`config.mk`:
```
export PLATFORM = sky130hd
export DESIGN_NAME = mcr_regs
export DESIGN_NICKNAME = d
export VERILOG_FILES = /design/src/core/mcr_pkg.sv /design/src/core/mcr_regs.sv
export SDC_FILE = /design/constraint.sdc
export NUM_CORES = 1
export LEC_CHECK = 0
export ABC_AREA = 1
export ABC_CLOCK_PERIOD_IN_PS = 1900
export BUFFER_PORTS_ARGS = -buffer_cell sky130_fd_sc_hd__buf_4
export CAP_MARGIN = 20
export CORE_ASPECT_RATIO = 0.9
export CORE_MARGIN = 3
export CORE_UTILIZATION = 50
export DETAILED_ROUTE_END_ITERATION = 8
export GPL_TIMING_DRIVEN = 0
export PLACE_DENSITY = 0.77
export SYNTH_ARGS = -nofsm -noshare
export SYNTH_HDL_FRONTEND = slang
export SYNTH_SLANG_ARGS = --single-unit
```
`constraint.sdc`:
```
create_clock -name mclk -period 1.9 [get_ports mclk]
set_input_delay 0.285 -clock mclk [delete_from_list [all_inputs] [get_ports mclk]]
set_output_delay 0.285 -clock mclk [all_outputs]
set_load 0.05 [all_outputs]
```
`src/core/mcr_pkg.sv`:
```
// constants, types and helpers for the monitor configuration register group
package mcr_pkg;

    // register indices; byte address is four times the index
    localparam logic [7:0] IDX_SPARE = 8'h45;
    localparam logic [7:0] IDX_ICLR = 8'h46;
    localparam logic [7:0] IDX_VIDDIV = 8'h47;
    localparam logic [7:0] IDX_SADDR = 8'h48;
    localparam logic [7:0] IDX_VIDTOP = 8'h49;
    localparam logic [7:0] IDX_TCFG = 8'h4B;
    localparam logic [7:0] IDX_EXT1 = 8'h4C;
    localparam logic [7:0] IDX_EXT2 = 8'h4D;

    // values after reset
    localparam logic [7:0] RST_SPARE = 8'h00;
    localparam logic [6:0] RST_ICLR_LOW = 7'h00;
    localparam logic [3:0] RST_DIV = 4'h5;
    localparam logic [4:0] RST_SADDR_HI = 5'h0B;
    localparam logic [6:0] RST_VIDTOP_HI = 7'h40;
    localparam logic [6:0] RST_TCFG = 7'h01;
    localparam logic [6:0] RST_EXT1 = 7'h44;
    localparam logic [3:0] RST_EXT2 = 4'h0;

    // field positions
    localparam int ICLR_BIT = 7;
    localparam int EXT_EN_BIT = 0;
    localparam int LOW_MASK_BIT = 1;
    localparam int CRIT_EN_BIT = 4;
    localparam int CRIT_POL_BIT = 5;
    localparam int CRIT_MASK_BIT = 6;
    localparam int CRIT_STAT_BIT = 7;
    localparam int RES12_BIT = 3;

    // clear pulse timing: least time, cycles per ms rounded down
    localparam int CLK_HZ = 25_000_000;
    localparam int CLR_PULSE_MS = 20;
    localparam int CLR_PULSE_CYC = (CLK_HZ / 1000) * CLR_PULSE_MS;

    typedef enum logic [1:0] {
        MCR_REPEAT = 2'b00,
        MCR_ONCE = 2'b01,
        MCR_COMPARE = 2'b11
    } mcr_mode_t;

    typedef enum logic {
        MCR_PULSE_IDLE = 1'b0,
        MCR_PULSE_ON = 1'b1
    } mcr_pulse_t;

    typedef struct packed {
        logic ext_mode_en;
        logic low_mask;
        mcr_mode_t crit_mode;
        logic crit_pin_en;
        logic crit_active_high;
        logic crit_int_mask;
        logic twelve_bit_en;
        logic [2:0] hysteresis_offset;
    } mcr_ext_cfg_t;

    function automatic mcr_mode_t mcr_mode_decode(input logic [1:0] code);
        mcr_mode_decode = (code == 2'b01) ? MCR_ONCE : (code == 2'b10) ? MCR_COMPARE : MCR_REPEAT;
    endfunction : mcr_mode_decode

    function automatic logic [3:0] mcr_div_factor(input logic [1:0] code);
        mcr_div_factor = 4'h1 << code;
    endfunction : mcr_div_factor

endpackage : mcr_pkg

```
`src/core/mcr_regs.sv`:
```
// control and status register group of the hardware monitor, AHB-Lite slave
//
// Functional notes
// - reserved byte at 45h resets to 00h and stores any written value.
// - writing one to intrusion clear bit 7 drives a low pulse of 20 ms or more.
// - the intrusion clear bit drops to zero by itself after the pulse.
// - one clear bit shared with main configuration bit 6, writable from both.
// - bits 3:0 read voltage-id pins; bits 7:4 reset to 0101.
// - bits 5:4 select tach one prescaler: divide by 1, 2, 4, 8.
// - bits 7:6 select tach two prescaler: divide by 1, 2, 4, 8.
// - slave address bits 1:0 read strap pins, high strap in bit 1.
// - address bits 6:2 writable, reset 01011; bit 7 spare; device answers there.
// - bit 0 reads fifth voltage-id pin; bits 7:1 spare storage, reset 1000000.
// - temperature bits 1:0 pick interrupt mode; 00/11 repeat, 01 once, 10 compare.
// - temperature bit 7 reads half-degree result bit; bits 6:2 spare storage.
// - extended bit 0 enables extended functions and low-limit status bit 7.
// - extended bit 1 blocks the low-limit interrupt from the main interrupt.
// - extended bits 3:2 pick critical alert mode; 00/11 repeat, 01 once, 10 compare.
// - critical alert pin active only while extended bit 4 is one.
// - extended bit 5 sets alert polarity, one active high, zero active low.
// - extended bit 6 keeps critical alert off the main interrupt; resets one.
// - extended bit 7 is set by the device when a critical alert occurs.
// - extended two bit 3 selects 12-bit conversion; bits 2:0 hold hysteresis.
// - extended two bits 7:4 read the four low temperature fraction bits.
//
// Added by the designer: register access over AHB-Lite.
`timescale 1ns/100ps

module mcr_regs #(
    parameter int PULSE_CYC = mcr_pkg::CLR_PULSE_CYC
) (
    input wire logic mclk,
    input wire logic reset_n,
    input wire logic clk_en,
    input wire logic hsel,
    input wire logic [31:0] haddr,
    input wire logic [1:0] htrans,
    input wire logic hwrite,
    input wire logic [2:0] hsize,
    input wire logic [31:0] hwdata,
    input wire logic hready,
    output logic hreadyout,
    output logic hresp,
    output logic [31:0] hrdata,
    input wire logic cfg_clear_wr,
    input wire logic cfg_clear_wdata,
    output logic intrusion_clear_bit,
    input wire logic chassis_intrusion_in,
    output logic chassis_intrusion_out,
    output logic chassis_intrusion_oe,
    input wire logic [3:0] processor_voltage_id_low,
    input wire logic processor_voltage_id_top,
    input wire logic address_strap_high,
    input wire logic address_strap_low,
    output logic [6:0] slave_address,
    output logic [3:0] tach_one_divisor,
    output logic [3:0] tach_two_divisor,
    input wire logic [3:0] temp_fraction,
    output mcr_pkg::mcr_mode_t temp_int_mode,
    output mcr_pkg::mcr_ext_cfg_t ext_cfg,
    input wire logic crit_over,
    input wire logic low_limit_flag,
    output logic low_limit_status,
    output logic low_int_req,
    output logic crit_int_req,
    output logic critical_temp_alert
);
    import mcr_pkg::*;

    ////////////////////////////////////////////////////////////////////////
    // bus address phase
    logic acc_ff;
    logic wr_ff;
    logic [7:0] idx_ff;
    logic take;
    logic [7:0] idx_now;
    logic addr_ok;

    assign take = hsel && htrans[1] && hready;
    assign idx_now = haddr[9:2];
    assign hreadyout = 1'b1;
    assign hresp = 1'b0;
    // misaligned or out-of-range words read zero and drop writes, still OKAY
    assign addr_ok = (haddr[1:0] == 2'b00) && (haddr[31:10] == 22'h000000);

    always_ff @(posedge mclk) begin
        if (!reset_n) begin
            acc_ff <= 1'b0;
        end else if (clk_en) begin
            acc_ff <= take && addr_ok;
        end
    end

    always_ff @(posedge mclk) begin
        if (!reset_n) begin
            wr_ff <= 1'b0;
        end else if (clk_en) begin
            wr_ff <= hwrite;
        end
    end

    always_ff @(posedge mclk) begin
        if (!reset_n) begin
            idx_ff <= 8'h00;
        end else if (clk_en) begin
            idx_ff <= idx_now;
        end
    end

    function automatic logic wr_to(input logic [7:0] idx);
        wr_to = acc_ff && wr_ff && (idx_ff == idx);
    endfunction : wr_to

    ////////////////////////////////////////////////////////////////////////
    // stored fields
    logic [7:0] spare_ff;
    logic [6:0] iclr_low_ff;
    logic [3:0] div_ff;
    logic [4:0] saddr_hi_ff;
    logic saddr_top_ff;
    logic [6:0] vidtop_hi_ff;
    logic [6:0] tcfg_ff;
    logic [6:0] ext1_ff;
    logic [3:0] ext2_ff;

    always_ff @(posedge mclk) begin
        if (!reset_n) begin
            spare_ff <= RST_SPARE;
        end else if (clk_en && wr_to(IDX_SPARE)) begin
            spare_ff <= hwdata[7:0];
        end
    end

    // bit 7 is the shared clear bit, kept in the pulse logic below
    always_ff @(posedge mclk) begin
        if (!reset_n) begin
            iclr_low_ff <= RST_ICLR_LOW;
        end else if (clk_en && wr_to(IDX_ICLR)) begin
            iclr_low_ff <= hwdata[6:0];
        end
    end

    always_ff @(posedge mclk) begin
        if (!reset_n) begin
            div_ff <= RST_DIV;
        end else if (clk_en && wr_to(IDX_VIDDIV)) begin
            div_ff <= hwdata[7:4];
        end
    end

    always_ff @(posedge mclk) begin
        if (!reset_n) begin
            saddr_hi_ff <= RST_SADDR_HI;
        end else if (clk_en && wr_to(IDX_SADDR)) begin
            saddr_hi_ff <= hwdata[6:2];
        end
    end

    // reserved top bit only stores; it is no part of the bus address
    always_ff @(posedge mclk) begin
        if (!reset_n) begin
            saddr_top_ff <= 1'b0;
        end else if (clk_en && wr_to(IDX_SADDR)) begin
            saddr_top_ff <= hwdata[7];
        end
    end

    always_ff @(posedge mclk) begin
        if (!reset_n) begin
            vidtop_hi_ff <= RST_VIDTOP_HI;
        end else if (clk_en && wr_to(IDX_VIDTOP)) begin
            vidtop_hi_ff <= hwdata[7:1];
        end
    end

    // bit 7 reads the half-degree result, so only 6:0 are stored
    always_ff @(posedge mclk) begin
        if (!reset_n) begin
            tcfg_ff <= RST_TCFG;
        end else if (clk_en && wr_to(IDX_TCFG)) begin
            tcfg_ff <= hwdata[6:0];
        end
    end

    // status bit 7 lives apart: hardware sets it and a read clears it
    always_ff @(posedge mclk) begin
        if (!reset_n) begin
            ext1_ff <= RST_EXT1;
        end else if (clk_en && wr_to(IDX_EXT1)) begin
            ext1_ff <= hwdata[6:0];
        end
    end

    always_ff @(posedge mclk) begin
        if (!reset_n) begin
            ext2_ff <= RST_EXT2;
        end else if (clk_en && wr_to(IDX_EXT2)) begin
            ext2_ff <= hwdata[3:0];
        end
    end

    ////////////////////////////////////////////////////////////////////////
    // intrusion clear pulse
    // a zero written while the pulse runs is ignored, so the pulse length
    // is always the full count
    mcr_pulse_t pulse_ff;
    logic [31:0] pulse_cnt_ff;
    logic clr_req;
    logic pulse_done;

    assign clr_req = (wr_to(IDX_ICLR) && hwdata[ICLR_BIT])
        || (cfg_clear_wr && cfg_clear_wdata);
    assign pulse_done = (pulse_cnt_ff >= 32'(PULSE_CYC - 1));

    always_ff @(posedge mclk) begin
        if (!reset_n) begin
            pulse_ff <= MCR_PULSE_IDLE;
        end else if (clk_en) begin
            unique case (pulse_ff)
                MCR_PULSE_IDLE: begin
                    if (clr_req) begin
                        pulse_ff <= MCR_PULSE_ON;
                    end
                end
                MCR_PULSE_ON: begin
                    if (pulse_done) begin
                        pulse_ff <= MCR_PULSE_IDLE;
                    end
                end
            endcase
        end
    end

    // runs only while the pin is driven; requests seen meanwhile are dropped
    always_ff @(posedge mclk) begin
        if (!reset_n) begin
            pulse_cnt_ff <= 32'h00000000;
        end else if (clk_en) begin
            if (pulse_ff == MCR_PULSE_IDLE) begin
                pulse_cnt_ff <= 32'h00000000;
            end else if (!pulse_done) begin
                pulse_cnt_ff <= pulse_cnt_ff + 32'h00000001;
            end
        end
    end

    assign intrusion_clear_bit = (pulse_ff == MCR_PULSE_ON);
    assign chassis_intrusion_out = 1'b0;
    assign chassis_intrusion_oe = intrusion_clear_bit;

    ////////////////////////////////////////////////////////////////////////
    // critical alert and low limit
    logic crit_stat_ff;
    logic crit_prev_ff;
    logic crit_rise;
    logic crit_stat_rd;
    logic crit_level;

    assign crit_rise = crit_over && !crit_prev_ff;
    assign crit_stat_rd = acc_ff && !wr_ff && (idx_ff == IDX_EXT1);

    // starts at the idle level of the condition, so no false edge after reset
    always_ff @(posedge mclk) begin
        if (!reset_n) begin
            crit_prev_ff <= 1'b0;
        end else if (clk_en) begin
            crit_prev_ff <= crit_over;
        end
    end

    always_ff @(posedge mclk) begin
        if (!reset_n) begin
            crit_stat_ff <= 1'b0;
        end else if (clk_en) begin
            // set wins over the clear by read
            if (ext_cfg.ext_mode_en && crit_rise) begin
                crit_stat_ff <= 1'b1;
            end else if (crit_stat_rd) begin
                crit_stat_ff <= 1'b0;
            end
        end
    end

    // comparator mode follows the condition; the others hold until read
    assign crit_level = (ext_cfg.crit_mode == MCR_COMPARE) ? crit_over : crit_stat_ff;

    always_ff @(posedge mclk) begin
        if (!reset_n) begin
            // polarity resets to active low, so the idle pin level is high
            critical_temp_alert <= 1'b1;
        end else if (clk_en) begin
            critical_temp_alert <= ext_cfg.crit_active_high
                ~^ (ext_cfg.ext_mode_en && ext_cfg.crit_pin_en && crit_level);
        end
    end

    assign crit_int_req = ext_cfg.ext_mode_en && crit_level && !ext_cfg.crit_int_mask;
    assign low_limit_status = ext_cfg.ext_mode_en && low_limit_flag;
    assign low_int_req = low_limit_status && !ext_cfg.low_mask;

    ////////////////////////////////////////////////////////////////////////
    // decoded outputs
    assign ext_cfg.ext_mode_en = ext1_ff[EXT_EN_BIT];
    assign ext_cfg.low_mask = ext1_ff[LOW_MASK_BIT];
    assign ext_cfg.crit_mode = mcr_mode_decode(ext1_ff[3:2]);
    assign ext_cfg.crit_pin_en = ext1_ff[CRIT_EN_BIT];
    assign ext_cfg.crit_active_high = ext1_ff[CRIT_POL_BIT];
    assign ext_cfg.crit_int_mask = ext1_ff[CRIT_MASK_BIT];
    assign ext_cfg.twelve_bit_en = ext2_ff[RES12_BIT];
    assign ext_cfg.hysteresis_offset = ext2_ff[2:0];
    assign temp_int_mode = mcr_mode_decode(tcfg_ff[1:0]);
    assign tach_one_divisor = mcr_div_factor(div_ff[1:0]);
    assign tach_two_divisor = mcr_div_factor(div_ff[3:2]);
    assign slave_address = {saddr_hi_ff, address_strap_high, address_strap_low};

    ////////////////////////////////////////////////////////////////////////
    // read data, latched at the address phase
    logic [7:0] rd_byte;

    always_comb begin
        rd_byte = 8'h00;
        unique case (idx_now)
            IDX_SPARE: rd_byte = spare_ff;
            IDX_ICLR: rd_byte = {intrusion_clear_bit, iclr_low_ff};
            IDX_VIDDIV: rd_byte = {div_ff, processor_voltage_id_low};
            IDX_SADDR: rd_byte = {saddr_top_ff, slave_address};
            IDX_VIDTOP: rd_byte = {vidtop_hi_ff, processor_voltage_id_top};
            IDX_TCFG: rd_byte = {temp_fraction[3], tcfg_ff[6:0]};
            IDX_EXT1: rd_byte = {crit_stat_ff, ext1_ff};
            IDX_EXT2: rd_byte = {temp_fraction, ext2_ff};
            default: rd_byte = 8'h00;
        endcase
    end

    always_ff @(posedge mclk) begin
        if (!reset_n) begin
            hrdata <= 32'h00000000;
        end else if (clk_en && take) begin
            hrdata <= {24'h000000, addr_ok ? rd_byte : 8'h00};
        end
    end

endmodule : mcr_regs

```
==> out/qor.yml, run 1 <==
ant_nets: 0
synth-seq-cells: 104
fin_skew_ns: 0.01040
synth_area_leaders: "dfxtp_1 (36%), nand2_1 (11%), nand3_1 (8.6%), nor2_1 (7.7%), a21oi_1 (5.9%)"
core_um2: 10990
clk_pin_slew_ns: 0.08
cts_hold_buf: 0
critPathMaxFanout: 3
drcViolationCount: 0
synthCells: 837
htreeDepth: 3
synth-async-reset-ratio_pct: 0
vias_per_cell: 5.193
drtIter0Drc: 519
synth_area_um2: 5734
required_ns: 1.62
initial_core_util_pct: 52.17
drt-wirelength-per-cell_um: 14.65
synth-main-ff-cell: "dfxtp_1"
rows: 36
cts_tree: "yes"
layout_min_cycle_time_ns: 1.803
grt-ovfl-total: 0
syn_avg_cell_area_um2: 6.851
dpl_worst_slack_ns: 0.04238
fin_ws_ns: 0.09732
grt_usage_pct: 25.65
cap_violations: 0
dp_hpwl_mm: 12.42
rsz0062_at_grt: "no"
cts_made_buffers: 9
areaGrowthSynthToFinish_pct: 24.13
yosys-top-cells-count: "nand2_1 (168), nor2_1 (117), dfxtp_1 (104)"
ioPinCount: 160
cts.sinks: 104
worst-setup-path-type: "flip-flop to output port"
finalSetupViolations: 0
reg2reg_slack_ns: 0.15
dr.pass1.iters: 5
tightest_slew_ns: 0.6346
clockBufferDepth: 2
synth_top_area_share_pct: 36.31
worstSetupEndpointType: "output port"
p_per_area_nw_per_um2: 648.2
num_vias: 5884
die_w_um: 118.9
antenna_found_initial: 0
cp-start-kind: "flip-flop"
slew_headroom_pct: 57.69
finalWirelength_mm: 16.60
finalHoldViolCount: 0
holdWs_ns: 0.1536
layout-drive-gt1-share_pct: 23.85
outcome: "complete, no violations"
final_util_pct: 64.77
max_freq_ghz: 0.5547
reg2reg_depth: 15
setup_tns_ns: 0
drv_slew: 0
crit_start: "ext1_ff[2]"
final_net_count: 1071
port_buffers: 102
synth_seq_area_share_pct: 36.31
clk_latency_ns: 0.35
p_leak_nw: 3.315
synth.most_common_cell: "nand2_1"
grt_max_degree: 19
clockRootBuffer: "clkbuf_16"
grt_pass1_vias: 5140
r2r_start: "pulse_cnt_ff[1]"
die_area_um2: 12790
ys_types: 40
place.gp.congestion: 0.9894
synth_area_leader_cell: "dfxtp_1"
crit_arrival_ns: 1.52
worstSetupEndpoint: "crit_int_req"
worst_hold_path_type: "input port to flip-flop"
dieHeight_um: 107.6
fin_crit_sh_pct: 94.88
synth_enable_flop_cells: 0
worstReg2RegEnd: "pulse_cnt_ff[8]"
ir_drop_uv: 462.3
ys.warnings.count: 0
grt_pass1_wl_mm: 26.36
n_antenna_cell: 0
## sequential cells by signal, summed over array words and instances (netlist names), 4 cells and up
register / flops
hrdata: 8
div_ff: 4
pulse_cnt_ff: 32
vidtop_hi_ff: 7
iclr_low_ff: 7
saddr_hi_ff: 5
ext1_ff: 7
ext2_ff: 4
idx_ff: 8
tcfg_ff: 7
spare_ff: 8
## worst min path at each step
stage	slack, ns	end	startpoint	cells past startpoint
2_1_floorplan	0.41	ext1_ff[6]	hwdata[6]	2
3_3_place_gp	0.42	pulse_cnt_ff[29]	pulse_cnt_ff[29]	2
3_5_place_dp	0.43	pulse_cnt_ff[28]	pulse_cnt_ff[28]	2
4_1_cts	0.15	wr_ff	hwrite	3
5_1_grt	0.16	wr_ff	hwrite	3
6_report	0.15	wr_ff	hwrite	3
## power breakdown
group | internal, mW | switching, mW
logic | 0.203 | 0.381
registers | 2.20 | 0.0300
clock network | 0.906 | 0.889
## per-stage QoR
stage	cell area [um2]	power, mW	instances
after floorplan	5828	2.662	862
after global placement	6784	2.851	1116
after detailed placement	6784	2.856	1116
after CTS	7068	4.624	1132
after global routing	7118	4.765	1133
final	7118	4.614	1133
## area by class of cell
cell class / count / area (um2)
fillers: 1046 / 3872
multi-input cells: 619 / 3017
flip-flops and latches: 104 / 2090
repair buffers: 103 / 777.0
plain buffers: 69 / 494.2
inverters: 70 / 270.3
clock buffers: 9 / 225.2
well taps: 152 / 190.2
clock inverters: 7 / 55.05
## worst max-delay path, cell delays in order, from the launching register on
cell and delay (ns):
dfxtp_2 0.36, inv_2 0.06, ha_4 0.16, or2_2 0.28
nand3_1 0.09, nor2_1 0.05, buf_6 0.16
## routing by layer
metal	vias to the layer above	GRT usage, %	wire length [um]
met5	-	0	0
met4	0	3.805	231
met3	21	6.989	1575
met2	265	37.61	7063
met1	2648	38.28	7727
li1	2950	-	-
## repair_timing
item	CTS	global route
pin swaps	0	1
resized for setup	1	13
setup endpoints to repair	1	36
buffers inserted	0	1
## cells by family after synthesis
logic type / after synthesis / share of synthesized area, %
xor gates and xnor gates: 4 / 0.6109
DFF: 104 / 36.31
buffers and inverters: 139 / 13.33
and+or+nand+nor: 439 / 35.33
adders and majority gates: 4 / 0.8728
AOI/OAI and AO/OA: 145 / 13.42
other: 2 / 0.1310
## cells in the final DEF (no fill, tap or decap), drive strengths merged
cell      instances
a21oi            72
buf             159
clkbuf           22
clkinv            5
clkinvlp          1
conb             27
dfxtp           104
ha                4
inv              71
nand2           176
nand3           100
nand4            14
nor2            130
nor3             15
nor4              1
o211ai            7
o21ai            64
o21ba             1
o21bai            1
or2               3
xor2              4
Note: power is estimated with default switching activity, not from simulation.
==> run 2, diff against run 1 <==
--- a/config.mk
+++ b/config.mk
@@ -5,7 +5,6 @@
 export SDC_FILE = /design/constraint.sdc
 export NUM_CORES = 1
 export LEC_CHECK = 0
-export ABC_AREA = 1
 export ABC_CLOCK_PERIOD_IN_PS = 1900
 export BUFFER_PORTS_ARGS = -buffer_cell sky130_fd_sc_hd__buf_4
 export CAP_MARGIN = 20
@@ -15,6 +14,7 @@
 export DETAILED_ROUTE_END_ITERATION = 8
 export GPL_TIMING_DRIVEN = 0
 export PLACE_DENSITY = 0.77
+export SETUP_SLACK_MARGIN = 0.15
 export SYNTH_ARGS = -nofsm -noshare
 export SYNTH_HDL_FRONTEND = slang
 export SYNTH_SLANG_ARGS = --single-unit
==> run 2 against run 1 <==
The flow now finishes with violations (setup timing); worst hold slack better by 0.046 ns; worst setup slack worse by 0.20 ns; non-clock buffer count is 34 higher; register-to-register slack worse by 0.26 ns; total power shrank 1.2%; combinational power down 2%; maximum frequency is 10% lower; first-iteration DRC count fell by 11%; sequential share of layout area down 1.6 points; flip-flop and latch count stayed put; via count shrank 5.0%.
==> out/qor.yml, run 2 <==
fin_crit_sh_pct: 105.6  # +11 points
initial_core_util_pct: 52.54  # +0.37 points
fin_ws_ns: -0.1065  # -0.2038 ns
p_per_area_nw_per_um2: 597.9  # -7.7%
r2r_start: "pulse_cnt_ff[2]"
p_total_mw: 4.559  # -1.2%
grt_pass1_wl_mm: 27.72  # +5.2%
grt-ovfl-total: 0  # unchanged
worstSetupEndpointType: "flip-flop"
largest-register: "pulse_cnt_ff"
outcome: "complete, but fails checks"
final_common_cell: "buf_4"
crit_arrival_ns: 2.24  # +0.72 ns
grt_usage_pct: 28.65  # +3.0 points
setup_tns_ns: -0.7224  # -0.7224 ns
worstReg2RegEnd: "pulse_cnt_ff[10]"
grt_use_met2_pct: 44.00  # +6.4 points
worst-setup-path-type: "flip-flop to flip-flop"
critPathMaxFanout: 8  # +5
finalWirelength_mm: 18.32  # +10%
rsz0062_at_grt: "yes"
reg2reg_depth: 7  # -8
layout-drive-gt1-share_pct: 39.40  # +16 points
rows: 35  # -2.8%
synth_top_area_share_pct: 37.86  # +1.6 points
layout_min_cycle_time_ns: 2.006  # +0.2038 ns
p_leak_nw: 3.168  # -4.4%
synthCells: 625  # -25%
dr.pass1.iters: 5  # unchanged
largest_reg_flops: 32  # unchanged
final_net_count: 887  # -17%
min-delay-start: "hwrite"
ioPinCount: 160  # unchanged
ys_types: 67  # +68%
num_vias: 5590  # -5.0%
cts_made_buffers: 9  # unchanged
synth-main-ff-cell: "dfxtp_1"
fill_cells: 778  # -26%
cap_violations: 0  # unchanged
dieHeight_um: 105.5  # -2.0%
top_usage_layer: "met2"
clockRootBuffer: "clkbuf_16"
synth.most_common_cell: "dfxtp_1"
vias_per_cell: 6.037  # +16%
core_um2: 10470  # -4.8%
synth_area_leaders: "dfxtp_1 (38%), mux2i_1 (11%), buf_4 (4.8%), nor2_1 (4.5%), mux2_2 (3.3%)"
finalSetupViolations: 16  # +16
slew_headroom_pct: 51.84  # -5.9 points
fin_skew_ns: 0.008160  # -0.002242 ns
grt_use_met1_pct: 40.54  # +2.3 points
holdWs_ns: 0.1994  # +0.04581 ns
ant_nets: 0  # unchanged
place.gp.congestion: 0.9552  # -3.5%
drtIter0Drc: 461  # -11%
synth_area_um2: 5499  # -4.1%
finalHoldViolCount: 0  # unchanged
drt-wirelength-per-cell_um: 19.79  # +35%
cts_tree: "yes"
syn_avg_cell_area_um2: 8.798  # +28%
grt.met3_usage_pct: 6.028  # -0.96 points
drcViolationCount: 0  # unchanged
hold_path_depth: 3  # unchanged
grt_pass1_vias: 5323  # +3.6%
layout.cells.non_filler: 926  # -18%
synth_enable_flop_cells: 0  # unchanged
clk_latency_ns: 0.35  # about the same
cts.sinks: 104  # unchanged
grt_max_degree: 19  # unchanged
drv_slew: 0  # unchanged
ys.warnings.count: 0  # unchanged
max_freq_ghz: 0.4984  # -10%
die_w_um: 116.5  # -2.0%
synth_seq_area_share_pct: 37.86  # +1.6 points
final_util_pct: 72.85  # +8.1 points
holdPathEnd: "wr_ff"
die_area_um2: 12290  # -3.9%
htreeDepth: 3  # unchanged
mostFrequentLayoutCells: "buf_4 (158), dfxtp_1 (85), nor2_1 (64)"
port_buffers: 101  # -0.98%
dp.cells: 880  # -21%
clockBufferDepth: 2  # unchanged
synth-seq-cells: 104  # unchanged
n_antenna_cell: 0  # unchanged
antenna_found_initial: 0  # unchanged
worst_hold_path_type: "input port to flip-flop"
required_ns: 2.14  # +0.52 ns
synth_area_leader_cell: "dfxtp_1"
synth-async-reset-ratio_pct: 0  # unchanged
tightest_slew_ns: 0.7224  # +0.08780 ns
dp_hpwl_mm: 12.58  # +1.3%
areaGrowthSynthToFinish_pct: 38.66
clk_pin_slew_ns: 0.07  # about the same
cts_hold_buf: 0  # unchanged
cp-start-kind: "flip-flop"
failed_checks: "setup timing"
reg2reg_slack_ns: -0.11  # -0.26 ns
ir_drop_uv: 704.5  # +52%
yosys-top-cells-count: "dfxtp_1 (104), nor2_1 (66), mux2i_1 (59)"
==> run 2: layer usage <==
layer,up-vias,wire length [um]
met5,-,0
met4,0,426
met3,39,1959
met2,333,8327
met1,2659,7609
li1,2559,-
==> run 2: power breakdown <==
| group | switching (mW) | internal (mW) | leakage (nW) |
|---|---|---|---|
| Combinational | 0.367 | 0.208 | 2.18 |
| Sequential | 0.0203 | 2.19 | 0.850 |
| Clock | 0.867 | 0.909 | 0.139 |
| Total | 1.25 | 3.31 | 3.17 |
==> run 2: cell families after synthesis <==
kind of cell / share of synthesized area, %
other: 0.1366
buffers and inverters: 8.760
AND/OR/NAND/NOR: 23.78
flip-flops: 37.86
multiplexers: 14.02
AO/OA/AOI/OAI: 14.38
adder cells (fa/ha/maj): 0.9102
XOR/XNOR: 0.1593
==> run 2: worst max-delay path, cell delays in order (launching register included) <==
cell and delay, ns:
dfxtp_1 0.46, and4_1 0.28, buf_6 0.12, o211ai_4 0.11
a21boi_4 0.38, buf_6 0.21, nor4_2 0.05, a311o_1 0.29
==> run 2: worst max path at each step <==
stage / from / endpoint / slack, ns / depth (start not counted)
6_report: pulse_cnt_ff[2] / pulse_cnt_ff[10] / -0.11 / 7
4_1_cts: pulse_cnt_ff[1] / pulse_cnt_ff[14] / -0.02 / 8
2_1_floorplan: pulse_cnt_ff[0] / pulse_cnt_ff[0] / 0.09 / 7
3_3_place_gp: haddr[6] / hrdata[0] / -0.34 / 7
3_5_place_dp: haddr[6] / hrdata[0] / -0.48 / 7
5_1_grt: pulse_cnt_ff[2] / pulse_cnt_ff[10] / -0.14 / 7
==> run 2: area by class of cell <==
cell class	instances	area (um2)	share of cell area, %
Buffer	74	535.5	7.023
Clock buffer	10	229.0	3.003
Clock inverter	6	51.30	0.6728
Inverter	11	42.54	0.5579
Multi-Input combinational cell	460	3427	44.95
Sequential cell	104	2118	27.78
Tap cell	129	161.4	2.117
Timing Repair Buffer	132	1060	13.90
==> run 2: per-stage QoR <==
step                      setup WS [ns]  area, um2
after global placement          -0.3428       6596
after floorplan                 0.08540       5677
after global routing            -0.1372       7625
after detailed placement        -0.4830       6596
after CTS                      -0.02285       7305
final                           -0.1065       7625
==> run 2: repair_timing <==
item / in CTS / in global routing
resized for setup: 72 / 66
setup buffers: 17 / 13
setup endpoints to repair: 86 / 97
pin swaps: 23 / 18
gates cloned: 1 / 0
==> run 3, diff against run 2 <==
--- a/config.mk
+++ b/config.mk
@@ -9,7 +9,6 @@
 export BUFFER_PORTS_ARGS = -buffer_cell sky130_fd_sc_hd__buf_4
 export CAP_MARGIN = 20
 export CORE_ASPECT_RATIO = 0.9
-export CORE_MARGIN = 3
 export CORE_UTILIZATION = 50
 export DETAILED_ROUTE_END_ITERATION = 8
 export GPL_TIMING_DRIVEN = 0
==> run 3 against run 2 <==
The run still ends with setup timing left; critical path depth shrank 1; non-clock buffer count shrank 1; sequential power about the same; worst hold slack worse by 0.0088 ns; combinational power shrank 0.9%; critical path type unchanged.
==> out/qor.yml, run 3 (synthesized netlist as in run 2, its figures left out) <==
die_area_um2: 11420  # -7.1%
areaGrowthSynthToFinish_pct: 37.20
required_ns: 2.10  # -0.04 ns
cts_tree: "yes"
finalWirelength_mm: 17.82  # -2.8%
drv_slew: 0  # unchanged
layout_min_cycle_time_ns: 2.012  # +0.005440 ns
cts.sinks: 104  # unchanged
max_freq_ghz: 0.4970  # -0.27%
failed_checks: "setup timing"
rows: 35  # unchanged
n_antenna_cell: 0  # unchanged
htreeDepth: 3  # unchanged
drcViolationCount: 0  # unchanged
finalSetupViolations: 12  # -4
clk_pin_slew_ns: 0.07  # about the same
p_total_mw: 4.784  # +4.9%
layout.cells.non_filler: 925  # -0.11%
cp-start-kind: "flip-flop"
final_common_cell: "buf_4"
clk_latency_ns: 0.35  # about the same
drtIter0Drc: 616  # +34%
fill_cells: 790  # +1.5%
finalHoldViolCount: 0  # unchanged
pwr-share-seq_pct: 46.2  # -2.2 points
dp.cells: 880  # unchanged
dpl-instance-area_um2: 6596  # unchanged
reg2reg_slack_ns: -0.11  # about the same
clkPwrFrac_pct: 41.9  # +2.9 points
grt_max_degree: 17  # -2
initial_core_util_pct: 52.54  # unchanged
cap_violations: 0  # unchanged
grt_usage_pct: 30.71  # +2.1 points
num_vias: 5620  # +0.54%
slew_headroom_pct: 54.67  # +2.8 points
vias_per_cell: 6.076  # +0.65%
design_area_um2: 7545  # -1.1%
worstSetupEndpointType: "flip-flop"
drt-wirelength-per-cell_um: 19.26  # -2.6%
ioPinCount: 160  # unchanged
ant_nets: 0  # unchanged
dieHeight_um: 101.5  # -3.8%
fin_crit_sh_pct: 105.9  # +0.29 points
die_w_um: 112.5  # -3.4%
p_sw_mw: 1.193  # -4.9%
dp_hpwl_mm: 12.06  # -4.2%
clockRootBuffer: "clkbuf_16"
worst_hold_path_type: "input port to flip-flop"
p_per_area_nw_per_um2: 634.1  # +6.0%
dr.pass1.iters: 5  # unchanged
layout-drive-gt1-share_pct: 37.31  # -2.1 points
fin_ws_ns: -0.1119  # -0.005440 ns
cts_hold_buf: 0  # unchanged
ir_drop_uv: 700.5  # -0.57%
clockBufferDepth: 2  # unchanged
worst-setup-path-type: "flip-flop to flip-flop"
outcome: "complete, but fails checks"
grt-ovfl-total: 0  # unchanged
cts_made_buffers: 9  # unchanged
switching_share_pct: 24.93  # -2.6 points
final_net_count: 887  # unchanged
core_um2: 10470  # unchanged
grt_pass1_vias: 5241  # -1.5%
place.gp.congestion: 0.9362  # -2.0%
largest-register: "pulse_cnt_ff"
mostFrequentLayoutCells: "buf_4 (157), dfxtp_1 (86), nor2_1 (63)"
critPathMaxFanout: 8  # unchanged
tightest_slew_ns: 0.6800  # -0.04241 ns
p_leak_nw: 3.165  # about the same
rsz0062_at_grt: "yes"
crit_arrival_ns: 2.21  # -0.03 ns
pwr-share-comb_pct: 11.9  # -0.7 points
grt_pass1_wl_mm: 27.11  # -2.2%
port_buffers: 101  # unchanged
fin_skew_ns: 0.005454  # -0.002706 ns
p_int_mw: 3.591  # +8.7%
antenna_found_initial: 0  # unchanged
largest_reg_flops: 32  # unchanged
[run 3: per-layer routing]
metal,track usage (%),share of wire (%),up-vias
met5,0,0,-
met4,9.026,3.5,0
met3,7.241,10,71
met2,48.29,45,360
met1,42.12,41,2624
li1,-,-,2565
[run 3: stage by stage]
stage | hold slack (ns) | setup slack, ns | TNS (ns) | utilization [%]
finish | 0.1906 | -0.1119 | -0.3995 | 72.09
global route | 0.2085 | -0.1466 | -1.344 | 72.09
CTS | 0.1810 | -0.02875 | -0.1461 | 70.01
detailed placement | 0.4477 | -0.4024 | -13.26 | 63.02
global placement | 0.4436 | -0.3532 | -8.744 | 63.02
floorplan | 0.4101 | 0.08540 | 0 | -
[run 3: critical path, cell delays in order (launching register included)]
cell	delay [ns]
dfxtp_2	0.37
or3_4	0.41
a22oi_4	0.31
a21boi_2	0.17
buf_2	0.20
o311ai_2	0.28
a21oi_1	0.12
[run 3: what timing repair did]
item | 4_1_cts | 5_1_grt
cloned | 3 | 0
gates resized for setup | 62 | 47
endpoints found under the setup margin | 88 | 84
buffers inserted | 22 | 6
pin swaps | 20 | 17
[run 3: final timing paths]
path / end / start / cells after the start
hold / removal: wr_ff / hwrite / 3
setup / recovery: pulse_cnt_ff[7] / pulse_cnt_ff[9] / 6
hold reg to reg: hrdata[1] / hrdata[1] / 2
setup reg to reg: pulse_cnt_ff[7] / pulse_cnt_ff[9] / 6
[run 3: power by group through the flow]
stage	logic, mW	registers (mW)	clock network, mW
detailed placement	0.531	2.26	0
floorplan	0.331	2.26	0
global route	0.596	2.21	2.12
global placement	0.525	2.26	0
CTS	0.544	2.21	2.03
finish	0.570	2.21	2.00
[run 3: final cells by class]
type	instances	area [um2]	share of cell area (%)
multi-input cells	461	3338	44.25
flip-flops and latches	104	2115	28.03
repair buffers	131	1041	13.80
plain buffers	74	526.8	6.982
clock buffers	11	242.7	3.217
well taps	129	161.4	2.139
clock inverters	4	77.57	1.028
inverters	11	42.54	0.5638
